File: src/design/homing_defs.vh
/*
  Constants for the home-switch homing sequencer: method codes,
  motion command encodings and latch edge selectors.
  Assumes a single 40 MHz clock and an include by bare name.
*/
`ifndef HOMING_DEFS_VH
`define HOMING_DEFS_VH

// Homing method codes handled here
`define HM_METHOD_W     8
`define HM_M19          8'h13
`define HM_M20          8'h14
`define HM_M21          8'h15
`define HM_M22          8'h16
`define HM_M23          8'h17
`define HM_M24          8'h18
`define HM_M25          8'h19

// Direction encoding on dir_fwd_o
`define HM_DIR_FWD      1'b1
`define HM_DIR_REV      1'b0

// Speed encoding on speed_high_o
`define HM_SPD_HIGH     1'b1
`define HM_SPD_LOW      1'b0

// Edge selector for the latch phase
`define HM_EDGE_RISE    1'b1
`define HM_EDGE_FALL    1'b0

`endif

File: src/design/home_switch_homing_sequencer.v
/*
  Home-switch homing sequencer for methods 19 to 25. It picks motion
  phases from the switch level at start, the forward limit and the
  home switch edges, and latches the zero position on the chosen edge.
  Assumes switch inputs synchronous enough for a two-stage sampler,
  and an outside profile generator that follows run/dir/speed.
*/
`include "homing_defs.vh"

module home_switch_homing_sequencer (
  input  wire        mclk_i,
  input  wire        resetn_i,
  input  wire        start_i,
  input  wire [7:0]  method_i,
  input  wire        home_sw_i,
  input  wire        fwd_limit_i,
  input  wire [31:0] position_i,
  output reg         run_o,
  output reg         dir_fwd_o,
  output reg         speed_high_o,
  output reg         busy_o,
  output reg         done_o,
  output reg         error_o,
  output reg  [31:0] zero_pos_o
);

  // States: search phase waits on an edge, final phase latches on an edge
  localparam [2:0] ST_IDLE   = 3'd0;
  localparam [2:0] ST_SEEK   = 3'd1;
  localparam [2:0] ST_MID    = 3'd2;
  localparam [2:0] ST_FINAL  = 3'd3;
  localparam [2:0] ST_DONE   = 3'd4;

  reg  [2:0] state_r;
  reg  [2:0] state_nxt;
  reg  [1:0] home_sync_r;
  reg  [1:0] lim_sync_r;
  reg        home_prev_r;
  reg        lim_prev_r;
  reg  [7:0] method_r;
  reg        start_on_r;
  reg        limit_hit_r;
  reg        seek_edge_r;
  reg        final_edge_r;
  reg        mid_used_r;

  wire home_s    = home_sync_r[1];
  wire lim_s     = lim_sync_r[1];
  wire home_rise = home_s & ~home_prev_r;
  wire home_fall = ~home_s & home_prev_r;
  wire lim_rise  = lim_s & ~lim_prev_r;

  // True when the selected method is in the supported range
  function method_ok;
    input [7:0] m;
    begin
      method_ok = (m >= `HM_M19) && (m <= `HM_M25);
    end
  endfunction

  // Picks the edge watched by the current phase
  function edge_hit;
    input sel;
    input rise;
    input fall;
    begin
      edge_hit = (sel == `HM_EDGE_RISE) ? rise : fall;
    end
  endfunction

  // Two-stage synchronisers and previous-sample registers
  always @(posedge mclk_i or negedge resetn_i)
  begin
    if (!resetn_i)
    begin
      home_sync_r <= 2'b00;
      lim_sync_r  <= 2'b00;
      home_prev_r <= 1'b0;
      lim_prev_r  <= 1'b0;
    end
    else
    begin
      home_sync_r <= {home_sync_r[0], home_sw_i};
      lim_sync_r  <= {lim_sync_r[0], fwd_limit_i};
      home_prev_r <= home_s;
      lim_prev_r  <= lim_s;
    end
  end

  // Next state
  always @*
  begin
    state_nxt = state_r;
    case (state_r)
      ST_IDLE:
      begin
        if (start_i && method_ok(method_i))
        begin
          state_nxt = ST_SEEK;
        end
      end
      ST_SEEK:
      begin
        if (edge_hit(seek_edge_r, home_rise, home_fall))
        begin
          state_nxt = mid_used_r ? ST_MID : ST_FINAL;
        end
      end
      ST_MID:
      begin
        if (home_fall)
        begin
          state_nxt = ST_FINAL;
        end
      end
      ST_FINAL:
      begin
        if (edge_hit(final_edge_r, home_rise, home_fall))
        begin
          state_nxt = ST_DONE;
        end
      end
      ST_DONE:
      begin
        if (start_i)
        begin
          state_nxt = ST_IDLE;
        end
      end
      default:
      begin
        state_nxt = ST_IDLE;
      end
    endcase
  end

  // Phase programming and motion outputs
  always @(posedge mclk_i or negedge resetn_i)
  begin
    if (!resetn_i)
    begin
      state_r      <= ST_IDLE;
      method_r     <= 8'h00;
      start_on_r   <= 1'b0;
      limit_hit_r  <= 1'b0;
      seek_edge_r  <= `HM_EDGE_RISE;
      final_edge_r <= `HM_EDGE_FALL;
      mid_used_r   <= 1'b0;
      run_o        <= 1'b0;
      dir_fwd_o    <= `HM_DIR_FWD;
      speed_high_o <= `HM_SPD_LOW;
      busy_o       <= 1'b0;
      done_o       <= 1'b0;
      error_o      <= 1'b0;
      zero_pos_o   <= 32'h0000_0000;
    end
    else
    begin
      state_r <= state_nxt;
      case (state_r)
        ST_IDLE:
        begin
          run_o <= 1'b0;
          busy_o <= 1'b0;
          if (start_i)
          begin
            error_o <= ~method_ok(method_i);
            done_o  <= 1'b0;
          end
          if (start_i && method_ok(method_i))
          begin
            method_r    <= method_i;
            start_on_r  <= home_s;
            limit_hit_r <= 1'b0;
            mid_used_r  <= 1'b0;
            busy_o      <= 1'b1;
            run_o       <= 1'b1;
            if (home_s)
            begin
              // Branch with switch already active
              case (method_i)
                `HM_M19, `HM_M23:
                begin
                  dir_fwd_o    <= `HM_DIR_REV;
                  speed_high_o <= `HM_SPD_LOW;
                  seek_edge_r  <= `HM_EDGE_FALL;
                  final_edge_r <= `HM_EDGE_FALL;
                end
                `HM_M20:
                begin
                  dir_fwd_o    <= `HM_DIR_REV;
                  speed_high_o <= `HM_SPD_HIGH;
                  seek_edge_r  <= `HM_EDGE_FALL;
                  final_edge_r <= `HM_EDGE_RISE;
                end
                `HM_M21:
                begin
                  dir_fwd_o    <= `HM_DIR_FWD;
                  speed_high_o <= `HM_SPD_LOW;
                  seek_edge_r  <= `HM_EDGE_FALL;
                  final_edge_r <= `HM_EDGE_FALL;
                end
                `HM_M22:
                begin
                  dir_fwd_o    <= `HM_DIR_FWD;
                  speed_high_o <= `HM_SPD_HIGH;
                  seek_edge_r  <= `HM_EDGE_FALL;
                  final_edge_r <= `HM_EDGE_RISE;
                end
                `HM_M24:
                begin
                  dir_fwd_o    <= `HM_DIR_REV;
                  speed_high_o <= `HM_SPD_LOW;
                  seek_edge_r  <= `HM_EDGE_FALL;
                  final_edge_r <= `HM_EDGE_RISE;
                end
                default:
                begin
                  dir_fwd_o    <= `HM_DIR_FWD;
                  speed_high_o <= `HM_SPD_LOW;
                  seek_edge_r  <= `HM_EDGE_FALL;
                  final_edge_r <= `HM_EDGE_RISE;
                end
              endcase
            end
            else
            begin
              // Search branch with switch inactive
              seek_edge_r  <= `HM_EDGE_RISE;
              speed_high_o <= `HM_SPD_HIGH;
              case (method_i)
                `HM_M20:
                begin
                  dir_fwd_o    <= `HM_DIR_FWD;
                  speed_high_o <= `HM_SPD_LOW;
                  final_edge_r <= `HM_EDGE_RISE;
                end
                `HM_M21:
                begin
                  dir_fwd_o    <= `HM_DIR_REV;
                  final_edge_r <= `HM_EDGE_FALL;
                end
                `HM_M22:
                begin
                  dir_fwd_o    <= `HM_DIR_REV;
                  speed_high_o <= `HM_SPD_LOW;
                  final_edge_r <= `HM_EDGE_RISE;
                end
                `HM_M24, `HM_M25:
                begin
                  dir_fwd_o    <= `HM_DIR_FWD;
                  final_edge_r <= `HM_EDGE_RISE;
                end
                default:
                begin
                  dir_fwd_o    <= `HM_DIR_FWD;
                  final_edge_r <= `HM_EDGE_FALL;
                end
              endcase
            end
          end
        end
        ST_SEEK:
        begin
          // Forward limit in search turns methods 23 to 25 started off the switch round at high speed
          if (lim_rise && !start_on_r && dir_fwd_o &&
              method_r >= `HM_M23)
          begin
            limit_hit_r  <= 1'b1;
            dir_fwd_o    <= `HM_DIR_REV;
            speed_high_o <= `HM_SPD_HIGH;
          end
          else if (state_nxt != ST_SEEK)
          begin
            // Low-speed start paths latch on the seek edge itself, except methods 24 and 25 started on the switch
            if (!speed_high_o && !start_on_r)
            begin
              zero_pos_o <= position_i;
              run_o      <= 1'b0;
              done_o     <= 1'b1;
              busy_o     <= 1'b0;
              state_r    <= ST_DONE;
            end
            else if (!speed_high_o && (method_r == `HM_M19 ||
                     method_r == `HM_M21 || method_r == `HM_M23))
            begin
              zero_pos_o <= position_i;
              run_o      <= 1'b0;
              done_o     <= 1'b1;
              busy_o     <= 1'b0;
              state_r    <= ST_DONE;
            end
            else
            begin
              speed_high_o <= `HM_SPD_LOW;
              if (limit_hit_r && method_r == `HM_M25)
              begin
                dir_fwd_o  <= `HM_DIR_FWD;
                mid_used_r <= 1'b1;
                state_r    <= ST_MID;
              end
              else if (limit_hit_r)
              begin
                dir_fwd_o <= `HM_DIR_REV;
                state_r   <= ST_FINAL;
              end
              else if (method_r == `HM_M25 && !start_on_r)
              begin
                dir_fwd_o <= `HM_DIR_FWD;
                state_r   <= ST_FINAL;
              end
              else
              begin
                dir_fwd_o <= ~dir_fwd_o;
                state_r   <= ST_FINAL;
              end
            end
          end
        end
        ST_MID:
        begin
          if (home_fall)
          begin
            dir_fwd_o <= `HM_DIR_REV;
          end
        end
        ST_FINAL:
        begin
          if (state_nxt == ST_DONE)
          begin
            zero_pos_o <= position_i;
            run_o      <= 1'b0;
            done_o     <= 1'b1;
            busy_o     <= 1'b0;
          end
        end
        ST_DONE:
        begin
          run_o <= 1'b0;
        end
        default:
        begin
          run_o <= 1'b0;
        end
      endcase
    end
  end

endmodule

File: config.mk
export PLATFORM = sky130hd
export DESIGN_NAME = home_switch_homing_sequencer
export DESIGN_NICKNAME = d
export VERILOG_FILES = /design/src/design/home_switch_homing_sequencer.v
export VERILOG_INCLUDE_DIRS = /design/src /design/src/design
export SDC_FILE = /design/constraint.sdc
export NUM_CORES = 1
export LEC_CHECK = 0
export BUFFER_PORTS_ARGS = -buffer_cell sky130_fd_sc_hd__clkbuf_2
export CAP_MARGIN = 10
export CORE_UTILIZATION = 45
export CTS_BUF_LIST = sky130_fd_sc_hd__clkbuf_4 sky130_fd_sc_hd__clkbuf_8
export CTS_CLUSTER_DIAMETER = 40
export DETAILED_ROUTE_END_ITERATION = 8
export GPL_ROUTABILITY_DRIVEN = 0
export PLACE_DENSITY = 0.71
export SYNTH_ARGS = -nofsm -noshare
export SYNTH_HDL_FRONTEND = slang
export SYNTH_SLANG_ARGS = --single-unit
File: constraint.sdc
create_clock -name mclk_i -period 2.7 [get_ports mclk_i]
set_input_delay 0.405 -clock mclk_i [delete_from_list [all_inputs] [get_ports mclk_i]]
set_output_delay 0.405 -clock mclk_i [all_outputs]
set_load 0.03 [all_outputs]
### Yosys cells after proc, flatten, opt, wreduce, memory -nomap -nowiden

Cells that the tools add are included.

| storage, ports and cells | value |
|---|---|
| flip-flop bits (word level) | 60 |
| logic and storage cells | 165 |

| operators by class | value |
|---|---|
| magnitude comparators | 3 |
| equality and inequality tests | 31 |
| multiplexer cells | 71 |
| bitwise operators | 9 |
| reductions and logical operators | 33 |

Operators with widths:

| operator | count |
|---|---|
| two-way mux 32 bit | 5 |
| equality test 8 x 5 -> 1 bit, second input constant | 11 |
| one-hot mux 32 bit (2 select lines) | 1 |
| two-way mux 1 bit | 47 |
| two-way mux 3 bit | 10 |
| inequality test 2 bit, second input constant | 10 |
| AND reduction 5 bit | 4 |
| greater-or-equal comparator 8 x 5 -> 1 bit, second input constant | 2 |
| one-hot mux 3 bit (5 select lines) | 1 |
| inequality test 3 bit, second input constant | 4 |
| AND reduction 6 bit | 2 |
| logical AND 1 bit | 9 |
| one-hot mux 1 bit (3 select lines) | 3 |
| <= comparator 8 x 5 -> 1 bit, second input constant | 1 |
| OR reduction 4 bit | 2 |
| AND reduction 7 bit | 1 |
| equality test 3 x 2 -> 1 bit, second input constant | 2 |
| equality test 3 bit, second input constant | 2 |
| NOT 1 bit | 6 |
| one-hot mux 1 bit (2 select lines) | 3 |
| nonzero test 3 bit | 2 |
| one-hot mux 1 bit (4 select lines) | 1 |
| AND reduction 2 bit | 2 |
| nonzero test 2 bit | 2 |
| 9 further kinds | 14 |

### Logic depth before layout (Yosys ltp)

Gate-level depths: netlist (run 1).

| depth | value |
|---|---|
| depth after elaboration | 10 |
| depth in mapped cells | 7 |
| gate-level depth less buffers | 5 |

### Worst setup path before layout (run 1)

No wires, ideal clock.

| timing path | value |
|---|---|
| path type | register to register |
| start | register home_sync_r[1] |
| end | register zero_pos_o[0] |
| library setup time | 125 ps |
| arrival time | 2090 ps |
| setup slack | 485 ps |
| cell stages (with the launch flop) | 8 |
| buffers on the path | 2 |
| period minus slack after synthesis | 2215 ps |
| cell sequence | dfrtp_1 or3b_1 and2_4 a211o_1 a211o_1 buf_6 buf_12 mux2_4 |

| on the way | value |
|---|---|
| word-level cells in the longest chain between the ends | 8 |

Ends and longest elaborated chain:

| element | line | RTL |
|---|---|---|
| from (decl) | home_switch_homing_sequencer.v:36 | `reg [1:0] home_sync_r;` |
| from (signal assigned) | home_switch_homing_sequencer.v:83 | `home_sync_r <= {home_sync_r[0], home_sw_i};` |
| NOT 1 bit | home_switch_homing_sequencer.v:50 | `wire home_fall = ~home_s & home_prev_r;` |
| AND 1 bit | home_switch_homing_sequencer.v:50 |  |
| two-way mux 1 bit | home_switch_homing_sequencer.v:67 | `` edge_hit = (sel == `HM_EDGE_RISE) ? rise : fall; `` |
| two-way mux 3 bit, on equally long branches | home_switch_homing_sequencer.v:118, home_switch_homing_sequencer.v:104 |  |
| one-hot mux 3 bit (5 select lines) (*) | home_switch_homing_sequencer.v:94 | `case (state_r)` |
| equality test 3 bit / inequality test 3 x 1 -> 1 bit (equally long branches) | home_switch_homing_sequencer.v:329, home_switch_homing_sequencer.v:273 |  |
| inequality test 2 bit (no source line) | -- |  |
| AND reduction 5 bit (no source line) (*) | -- |  |
| to (signal assigned) | home_switch_homing_sequencer.v:278 | `zero_pos_o <= position_i;` |
| to (signal assigned) | home_switch_homing_sequencer.v:287 | `zero_pos_o <= position_i;` |
| to (signal assigned) | home_switch_homing_sequencer.v:331 | `zero_pos_o <= position_i;` |
| to (decl) | home_switch_homing_sequencer.v:24 | `output reg [31:0] zero_pos_o` |

Every way passes the cells marked *; elsewhere a longest branch is shown, timed or not.
A chain may end at the register's enable or synchronous reset.

### Worst setup path after layout (run 1)

| timing path | value |
|---|---|
| start | register method_r[5] |
| end | register zero_pos_o[12] |

| on the way | value |
|---|---|
| word-level cells in the longest chain between the ends | 6 |

Ends and longest elaborated chain:

| element | line | RTL |
|---|---|---|
| from (decl) | home_switch_homing_sequencer.v:40 | `reg [7:0] method_r;` |
| from (signal assigned) | home_switch_homing_sequencer.v:172 | `method_r <= method_i;` |
| branches (longest 5 deep; another with greater-or-equal comparator 8 x 5 -> 1 bit) | -- |  |
| AND reduction 5 bit (no source line) (*) | -- |  |

Mark *: on every way between the ends.

==> metrics, run 1 <==
clock transition at the registers of the reported paths=0.08 ns; die width=80.6 µm; status=completed; maxcap violations=0; most frequent cells in the layout=clkbuf_2 (82), dfrtp_1 (58), mux2_4 (29), nand2_1 (19), nor2_1 (12); P&R area growth vs syn=26.5%; die area=6490 µm²; final cell count without fillers=392; worst slew pin tran=0.599 ns; flops & latches, synth=60; Row Count=28; Total Power=4.91 mW; DP Cell Count=376; R2R Path Start=method_r[5]; pre-CTS setup slack=0.407 ns; Setup Viol. Count Final=0; Worst Path Required=2.92 ns; Ports=83; Mapped Cells=222; Post-Route WL=5820 µm; FF-to-FF End=zero_pos_o[12]; vias in the first global route=1970; Setup Buffers After CTS=0; Post-synth EDFFs=0; kind of critical path=reg2reg; DR vias=2016; post-synth cell types=47; R2R setup slack=0.36 ns; DR iter-0 viols=109; CP startpoint kind=flop; Final Cycle Share=86.5%; Mapped Area=2780 µm²; Final Hold Viols=0; antenna violations before repair=0; routed length per instance=14.8 µm; CTS tree=yes; WP buf/inv=1; Initial Util=46.9%; post-cts sizing count=0; DR vias/cell=5.14; syn_nets=267; first-pass GRT wire length=9200 µm; Final WS setup=0.363 ns; FMAX=428 MHz; hold_buf cts=0; min-delay worst type=in2async; Seq/Total Area, Yosys=54.1%; drt pass-1 iters=4; Crit-path slowest cell=a211o_1; critical path peak fanout=33; largest net degree at the start of global routing=61; commonest non-fill, non-tap cell in the layout=clkbuf_2; CP endpoint kind=flop; CTS Buf Count=9; H-Tree Depth=3; number of routed nets with antenna violations=0; YS warnings=0; R2R depth=6; Setup TNS Final=0 ns; gr usage total=19.0%; CP peak stage delay=0.39 ns; root buffer cell=clkbuf_8; Residual DRC=0; Skew-Pair Late Insertion Delay=0.34 ns; Max-slew headroom=59.5%; worst IR drop on VDD=0.000838 V; Detail Placement HPWL=4120 µm; Final Skew=0.00926 ns; layout cell share with drive strength beyond 1=45.4%; GRT overflow=0; critical path arrival=2.56 ns; # clock sinks=60; Lkg Pwr=1.79 nW; clock buffer depth=2; Core Area=5920 µm²; DIE HEIGHT=80.6 µm; total power per unit cell area=1400 nW/µm²; Post-synth ARST share=100%; Tmin final=2.34 ns; input/output buffers=82; critical path's top delay family=compound AO/OA/AOI/OAI gates; Layout Nets=357; ant diodes=0; CP cell instances=nor3_1 > o21ai_0 > a211o_1 > a211o_2 > buf_12 > mux2_4; RSZ-0062 raised after global routing=false; max-slew violation count=0; Synth Flop Type=dfrtp_1; syn avg cell area=12.5 µm²
-- per-stage QoR --
step	hold WS [ns]	utilization, %	instance area [µm²]
after floorplan	0.109	-	2780
after global placement	0.333	55.2	3270
after detailed placement	0.337	55.2	3270
after CTS	0.0724	59.4	3510
after global routing	0.0733	59.4	3510
final	0.0604	59.4	3510
-- cells by family (layout without fill, tap and decap cells) --
kind of cell,count (synthesis),after routing,synth area share (%)
DFF,60,60,54.1
and+or+nand+nor,60,60,11.6
xor gates and xnor gates,3,3,0.946
muxes,33,33,17.3
AOI/OAI and AO/OA,47,47,11.4
buffers and inverters,19,114,4.59
-- power breakdown --
part	leakage (nW)	switching (mW)	internal [mW]
Combinational	0.954	1.29	1.09
Clock	0.120	0.375	0.619
Sequential	0.719	0.264	1.28
-- metal layers --
metal / track usage [%] / vias to the layer above / share of wire [%]
li1: - / 973 / -
met2: 30.6 / 48 / 53
met3: 3.98 / 7 / 3.8
met5: 0 / - / 0
met4: 9.11 / 0 / 1.4
met1: 24.3 / 988 / 42
-- worst reg2reg max path: stages (launching register included) --
cell and delay (ns):
dfrtp_1 0.37, nor3_1 0.28, o21ai_0 0.27, a211o_1 0.39, a211o_2 0.37, buf_12 0.20, mux2_4 0.34
-- Yosys cell counts, types with 3 or more instances --
| library cell | n | share of area (%) |
|---|---|---|
| nand2_1 | 19 | 2.6 |
| nor2b_1 | 3 | 0.68 |
| nand4_1 | 4 | 0.90 |
| inv_1 | 9 | 1.2 |
| a21oi_1 | 10 | 1.8 |
| a31oi_1 | 3 | 0.68 |
| dfrtp_1 | 58 | 52 |
| mux2_4 | 29 | 16 |
| mux2_2 | 4 | 1.6 |
| nor2_1 | 12 | 1.6 |
| a211o_1 | 5 | 1.6 |
| o21ai_0 | 11 | 2.0 |
| and2_1 | 4 | 0.90 |
| buf_12 | 3 | 2.2 |
| clkbuf_1 | 6 | 0.81 |
-- final cells by class --
class,count,area [µm²]
Fill cell,511,2410
Sequential cell,60,1500
Multi-Input combinational cell,143,1150
Timing Repair Buffer,89,488
Clock buffer,9,124
Clock inverter,7,124
Tap cell,75,93.8
Inverter,9,33.8
-- how the worst max path moves through the flow --
| stage | slack, ns | cells after the start | to | from |
|---|---|---|---|---|
| 6_report | 0.36 | 6 | zero_pos_o[12] | method_r[5] |
| 5_1_grt | 0.21 | 6 | zero_pos_o[13] | method_r[5] |
| 4_1_cts | 0.39 | 6 | zero_pos_o[12] | method_r[5] |
| 3_5_place_dp | 0.41 | 6 | zero_pos_o[12] | method_r[5] |
| 3_3_place_gp | 0.47 | 6 | zero_pos_o[25] | home_sync_r[1] |
| 2_1_floorplan | 0.49 | 7 | zero_pos_o[0] | home_sync_r[1] |
-- registers in the layout, indices dropped and copies added (netlist names) --
signal / flops
final_edge_r: 1
error_o: 1
dir_fwd_o: 1
method_r: 8
limit_hit_r: 1
zero_pos_o: 32
state_r: 3
lim_sync_r: 2
lim_prev_r: 1
run_o: 1
home_sync_r: 2
home_prev_r: 1
mid_used_r: 1
busy_o: 1
seek_edge_r: 1
start_on_r: 1
speed_high_o: 1
done_o: 1
No activity file was read; power rests on OpenSTA's default activity.
==> run 2, diff against run 1 <==
Settings changed: SKIP_CTS_REPAIR_TIMING set to 1.
Clock period 2.7 ns to 2.2 ns, I/O delays scaled along.
==> metrics, run 2 (synthesis gave the netlist of run 1 again) <==
root buffer cell=clkbuf_8 (unchanged); vias in the first global route=1930 (was 1970); largest net degree at the start of global routing=61 (unchanged); Initial Util=46.9% (unchanged); CP cell instances=or3b_4 > and2_4 > a211o_1 > a211o_4 > clkbuf_16 > mux2_4 (was nor3_1 > o21ai_0 > a211o_1 > a211o_2 > buf_12 > mux2_4); GRT overflow=0 (unchanged); Row Count=28 (unchanged); Post-DP Area=3320 µm² (was 3270 µm²); CP startpoint kind=flop (unchanged); most flop-heavy register=zero_pos_o (unchanged); most frequent cells in the layout=clkbuf_2 (82), dfrtp_1 (58), mux2_4 (29), nand2_1 (19), buf_4 (13) (was clkbuf_2 (82), dfrtp_1 (58), mux2_4 (29), nand2_1 (19), nor2_1 (12)); die width=80.6 µm (unchanged); Final Cycle Share=101% (was 86.5%); Skew-Pair Late Insertion Delay=0.34 ns (about the same); Final Hold Viols=0 (unchanged); gr usage total=18.4% (was 19.0%); P&R area growth vs syn=30.3% (was 26.5%); Residual DRC=0 (unchanged); Layout Nets=367 (was 357); total power per unit cell area=1690 nW/µm² (was 1400 nW/µm²); antenna violations before repair=0 (unchanged); Detail Placement HPWL=4090 µm (was 4120 µm); Final Skew=0.0137 ns (was 0.00926 ns); first-pass GRT wire length=8890 µm (was 9200 µm); input/output buffers=82 (unchanged); min-delay worst type=in2reg (was in2async); number of routed nets with antenna violations=0 (unchanged); worst IR drop on VDD=0.00124 V (was 0.000838 V); Worst Path Required=2.42 ns (was 2.92 ns); DIE HEIGHT=80.6 µm (unchanged); CP peak stage delay=0.40 ns (was 0.39 ns); CTS Buf Count=9 (unchanged); DR vias=2081 (was 2016); clock buffer depth=2 (unchanged); CP endpoint kind=flop (unchanged); Final WS setup=-0.0118 ns (was 0.363 ns); critical path arrival=2.43 ns (was 2.56 ns); Largest regs=zero_pos_o: 32 flops, method_r: 8 flops, state_r: 3 flops (unchanged); max-slew violation count=0 (unchanged); routed length per instance=14.9 µm (was 14.8 µm); Tmin final=2.21 ns (was 2.34 ns); worst setup path start=seek_edge_r (was method_r[5]); layout cell share with drive strength beyond 1=47.4% (was 45.4%); die area=6490 µm² (unchanged); # clock sinks=60 (unchanged); clock transition at the registers of the reported paths=0.06 ns (was 0.08 ns); status=finished with violations (was completed); Setup Viol. Count Final=11 (was 0); pre-CTS setup slack=-0.0613 ns (was 0.407 ns); fin area=3620 µm² (was 3510 µm²); Crit-path slowest cell=or3b_4 (was a211o_1); worst slew pin tran=0.458 ns (was 0.599 ns); failing checks=setup timing; kind of critical path=reg2reg (unchanged); RSZ-0062 raised after global routing=true (was false); ant diodes=0 (unchanged); DR vias/cell=5.18 (was 5.14); H-Tree Depth=3 (unchanged); Core Area=5920 µm² (unchanged); hold_ws=0.101 ns (was 0.0604 ns); max FFs per register=32 (unchanged); Ports=83 (unchanged); Lkg Pwr=1.86 nW (was 1.79 nW); drt pass-1 iters=4 (unchanged); worst hold start=fwd_limit_i; CTS tree=yes (unchanged); FMAX=452 MHz (was 428 MHz); Total Power=6.13 mW (was 4.91 mW); critical path peak fanout=16 (was 33); DR iter-0 viols=115 (was 109); R2R Path Start=seek_edge_r (was method_r[5]); maxcap violations=0 (unchanged); Max-slew headroom=69.4% (was 59.5%); Post-Route WL=5980 µm (was 5820 µm); commonest non-fill, non-tap cell in the layout=clkbuf_2 (unchanged)
[run 2: metal layers]
| metal | global-route usage (%) | wire, µm | part of all wire, % | vias to the layer above |
|---|---|---|---|---|
| met1 | 22.7 | 2620 | 44 | 1037 |
| met2 | 30.0 | 3030 | 51 | 44 |
| met3 | 3.86 | 189 | 3.2 | 10 |
| met5 | 0 | 0 | 0 | - |
| li1 | - | - | - | 990 |
| met4 | 9.64 | 139 | 2.3 | 0 |
[run 2: metrics by stage]
step                TNS, ns  util (%)  instances
global route         -0.733      61.1        402
CTS                   -2.20      60.1        399
detailed placement    -1.59      56.1        383
global placement     -0.859      56.1        383
floorplan                 0         -        222
finish              -0.0347      61.1        402
[run 2: worst paths after layout]
check,cells after the start,to,slack [ns]
worst max-delay path,6,zero_pos_o[16],-0.01
max in group asynchronous,3,dir_fwd_o,1.35
worst min register to register,0,home_sync_r[1],0.35
worst min-delay path,1,lim_sync_r[0],0.10
worst max register to register,6,zero_pos_o[16],-0.01
min in group asynchronous,3,zero_pos_o[23],0.54
[run 2: final cells by class]
| cell class | instances | area (µm²) |
|---|---|---|
| flip-flops and latches | 60 | 1500 |
| repair buffers | 99 | 583 |
| fillers | 506 | 2300 |
| multi-input cells | 143 | 1160 |
| well taps | 75 | 93.8 |
| clock buffers | 13 | 173 |
| clock inverters | 3 | 68.8 |
| inverters | 9 | 33.8 |
[run 2: worst max-delay path, delay by kind of cell (launching register included)]
| family | cells | cell delay (ns) |
|---|---|---|
| DFF | 1 | 0.38 |
| AOI/OAI and AO/OA | 2 | 0.66 |
| muxes | 1 | 0.30 |
| and+or+nand+nor | 2 | 0.55 |
| buffers and inverters | 1 | 0.20 |
[run 2: report_power, final]
part / switching [mW] / leakage, nW / internal [mW] / total, mW
Combinational: 1.61 / 1.01 / 1.46 / 3.07
Clock: 0.423 / 0.123 / 0.746 / 1.17
Sequential: 0.325 / 0.719 / 1.57 / 1.89
Total: 2.36 / 1.86 / 3.77 / 6.13
==> run 3, diff against run 2 <==
Settings changed: BUFFER_PORTS_ARGS -buffer_cell sky130_fd_sc_hd__clkbuf_2 to unset, CORE_UTILIZATION 45 to 46, DONT_BUFFER_PORTS set to 1, PLACE_DENSITY 0.71 to unset, SETUP_SLACK_MARGIN set to 0.4.
==> metrics, run 3 (synthesis gave the netlist of run 1 again) <==
worst slew pin tran=0.484 ns (was 0.458 ns); clock transition at the registers of the reported paths=0.07 ns (was 0.06 ns); Initial Util=48.9% (was 46.9%); root buffer cell=clkbuf_8 (unchanged); first-pass GRT wire length=8310 µm (was 8890 µm); Worst Path Required=2.41 ns (was 2.42 ns); GRT overflow=0 (unchanged); DIE HEIGHT=79.7 µm (was 80.6 µm); Setup TNS Final=0 ns (was -0.0347 ns); P&R area growth vs syn=16.2% (was 30.3%); Ports=83 (unchanged); total power per unit cell area=1780 nW/µm² (was 1690 nW/µm²); Tmin final=2.14 ns (was 2.21 ns); ant diodes=0 (unchanged); input/output buffers=0 (was 82); H-Tree Depth=3 (unchanged); CTS Buf Count=9 (unchanged); die width=79.7 µm (was 80.6 µm); gr usage total=17.9% (was 18.4%); Final Cycle Share=97.4% (was 101%); met3 global-route usage=7.77% (was 3.86%); Final Hold Viols=0 (unchanged); RSZ-0062 raised after global routing=true (unchanged); CP endpoint kind=flop (unchanged); die area=6350 µm² (was 6490 µm²); maxcap violations=0 (unchanged); DR iter-0 viols=121 (was 115); most flop-heavy register=zero_pos_o (unchanged); vias in the first global route=1720 (was 1930); critical path arrival=2.35 ns (was 2.43 ns); clock buffer depth=2 (unchanged); largest net degree at the start of global routing=61 (unchanged); status=completed (was finished with violations); Post-Route WL=5270 µm (was 5980 µm); Max-slew headroom=67.7% (was 69.4%); DR vias=1754 (was 2081); # clock sinks=60 (unchanged); drt pass-1 iters=4 (unchanged); R2R Path Start=home_prev_r (was seek_edge_r); Row Count=27 (was 28); Setup Viol. Count Final=0 (was 11); final cell count without fillers=317 (was 402); DR vias/cell=5.53 (was 5.18); worst IR drop on VDD=0.000904 V (was 0.00124 V); number of routed nets with antenna violations=0 (unchanged); CTS tree=yes (unchanged); CP startpoint kind=flop (unchanged); Final Skew=0.00719 ns (was 0.0137 ns); hold_ws=0.0251 ns (was 0.101 ns); met2 Use GR=25.3% (was 30.0%); Detail Placement HPWL=3640 µm (was 4090 µm); FMAX=467 MHz (was 452 MHz); Core Area=5680 µm² (was 5920 µm²); DP Cell Count=298 (was 383); Skew-Pair Late Insertion Delay=0.33 ns (was 0.34 ns); Residual DRC=0 (unchanged); gr busiest metal=met2 (unchanged); routed length per instance=16.6 µm (was 14.9 µm); most frequent cells in the layout=dfrtp_1 (57), mux2_4 (29), nand2_1 (19), buf_4 (13), nor2_1 (12) (was clkbuf_2 (82), dfrtp_1 (58), mux2_4 (29), nand2_1 (19), buf_4 (13)); max-slew violation count=0 (unchanged); Post-DP Area=2920 µm² (was 3320 µm²); worst hold start=fwd_limit_i (unchanged); fin area=3230 µm² (was 3620 µm²); Layout Nets=285 (was 367); worst setup path start=home_prev_r (was seek_edge_r); commonest non-fill, non-tap cell in the layout=dfrtp_1 (was clkbuf_2); layout cell share with drive strength beyond 1=31.8% (was 47.4%); antenna violations before repair=0 (unchanged); M1 GR Usage=23.2% (was 22.7%); kind of critical path=reg2reg (unchanged); critical path peak fanout=33 (was 16); Lkg Pwr=1.51 nW (was 1.86 nW); max FFs per register=32 (unchanged); min-delay worst type=in2reg (unchanged); Largest regs=zero_pos_o: 32 flops, method_r: 8 flops, state_r: 3 flops (unchanged)
## run 3: cell types whose count changed in the layout (fill, tap and decap cells not counted), sizes merged
| cell | change |
|---|---|
| dlygate4sd3 | +1 |
| clkinv | +1 |
| clkinvlp | +1 |
| bufinv | +1 |
| clkbuf | -86 |
## run 3: critical path, stage by stage, from the launching register on
cell	delay (ns)
dfrtp_1	0.38
or3b_4	0.40
and2_4	0.15
a211o_1	0.24
a211o_2	0.32
buf_12	0.19
mux2_4	0.32
## run 3: path summary, 6_finish.rpt
check                                  to  slack [ns]  cells past startpoint
setup / recovery            zero_pos_o[6]        0.06                      6
hold / removal              lim_sync_r[0]        0.03                      0
hold reg to reg            home_sync_r[1]        0.35                      0
setup reg to reg            zero_pos_o[6]        0.06                      6
min in group asynchronous    speed_high_o        0.55                      2
max in group asynchronous     seek_edge_r        1.37                      2
## run 3: per-layer routing
metal	up-vias	wire [µm]
li1	827	-
met5	-	0
met1	859	2400
met3	8	394
met4	0	68
met2	60	2410
## run 3: per-stage QoR
step	setup WS [ns]	utilization (%)	total power, mW
after floorplan	0.0813	-	4.26
after global placement	0.0933	51.4	4.47
after detailed placement	0.0632	51.4	4.51
after CTS	0.0532	55.8	5.74
after global routing	0.00627	56.9	6.06
final	0.0570	56.9	5.75
## run 3: report_power, final
| part | internal (mW) | total, mW | switching, mW | leakage [nW] |
|---|---|---|---|---|
| Sequential | 1.56 | 2.59 | 1.03 | 0.718 |
| Combinational | 1.18 | 1.96 | 0.780 | 0.671 |
| Clock | 0.783 | 1.20 | 0.422 | 0.122 |
## run 3: layout make-up
| type | instances | area, µm² |
|---|---|---|
| inverters | 9 | 33.8 |
| fillers | 480 | 2450 |
| flip-flops and latches | 60 | 1510 |
| multi-input cells | 143 | 1180 |
| repair buffers | 17 | 165 |
| clock inverters | 6 | 111 |
| well taps | 72 | 90.1 |
| clock buffers | 10 | 138 |
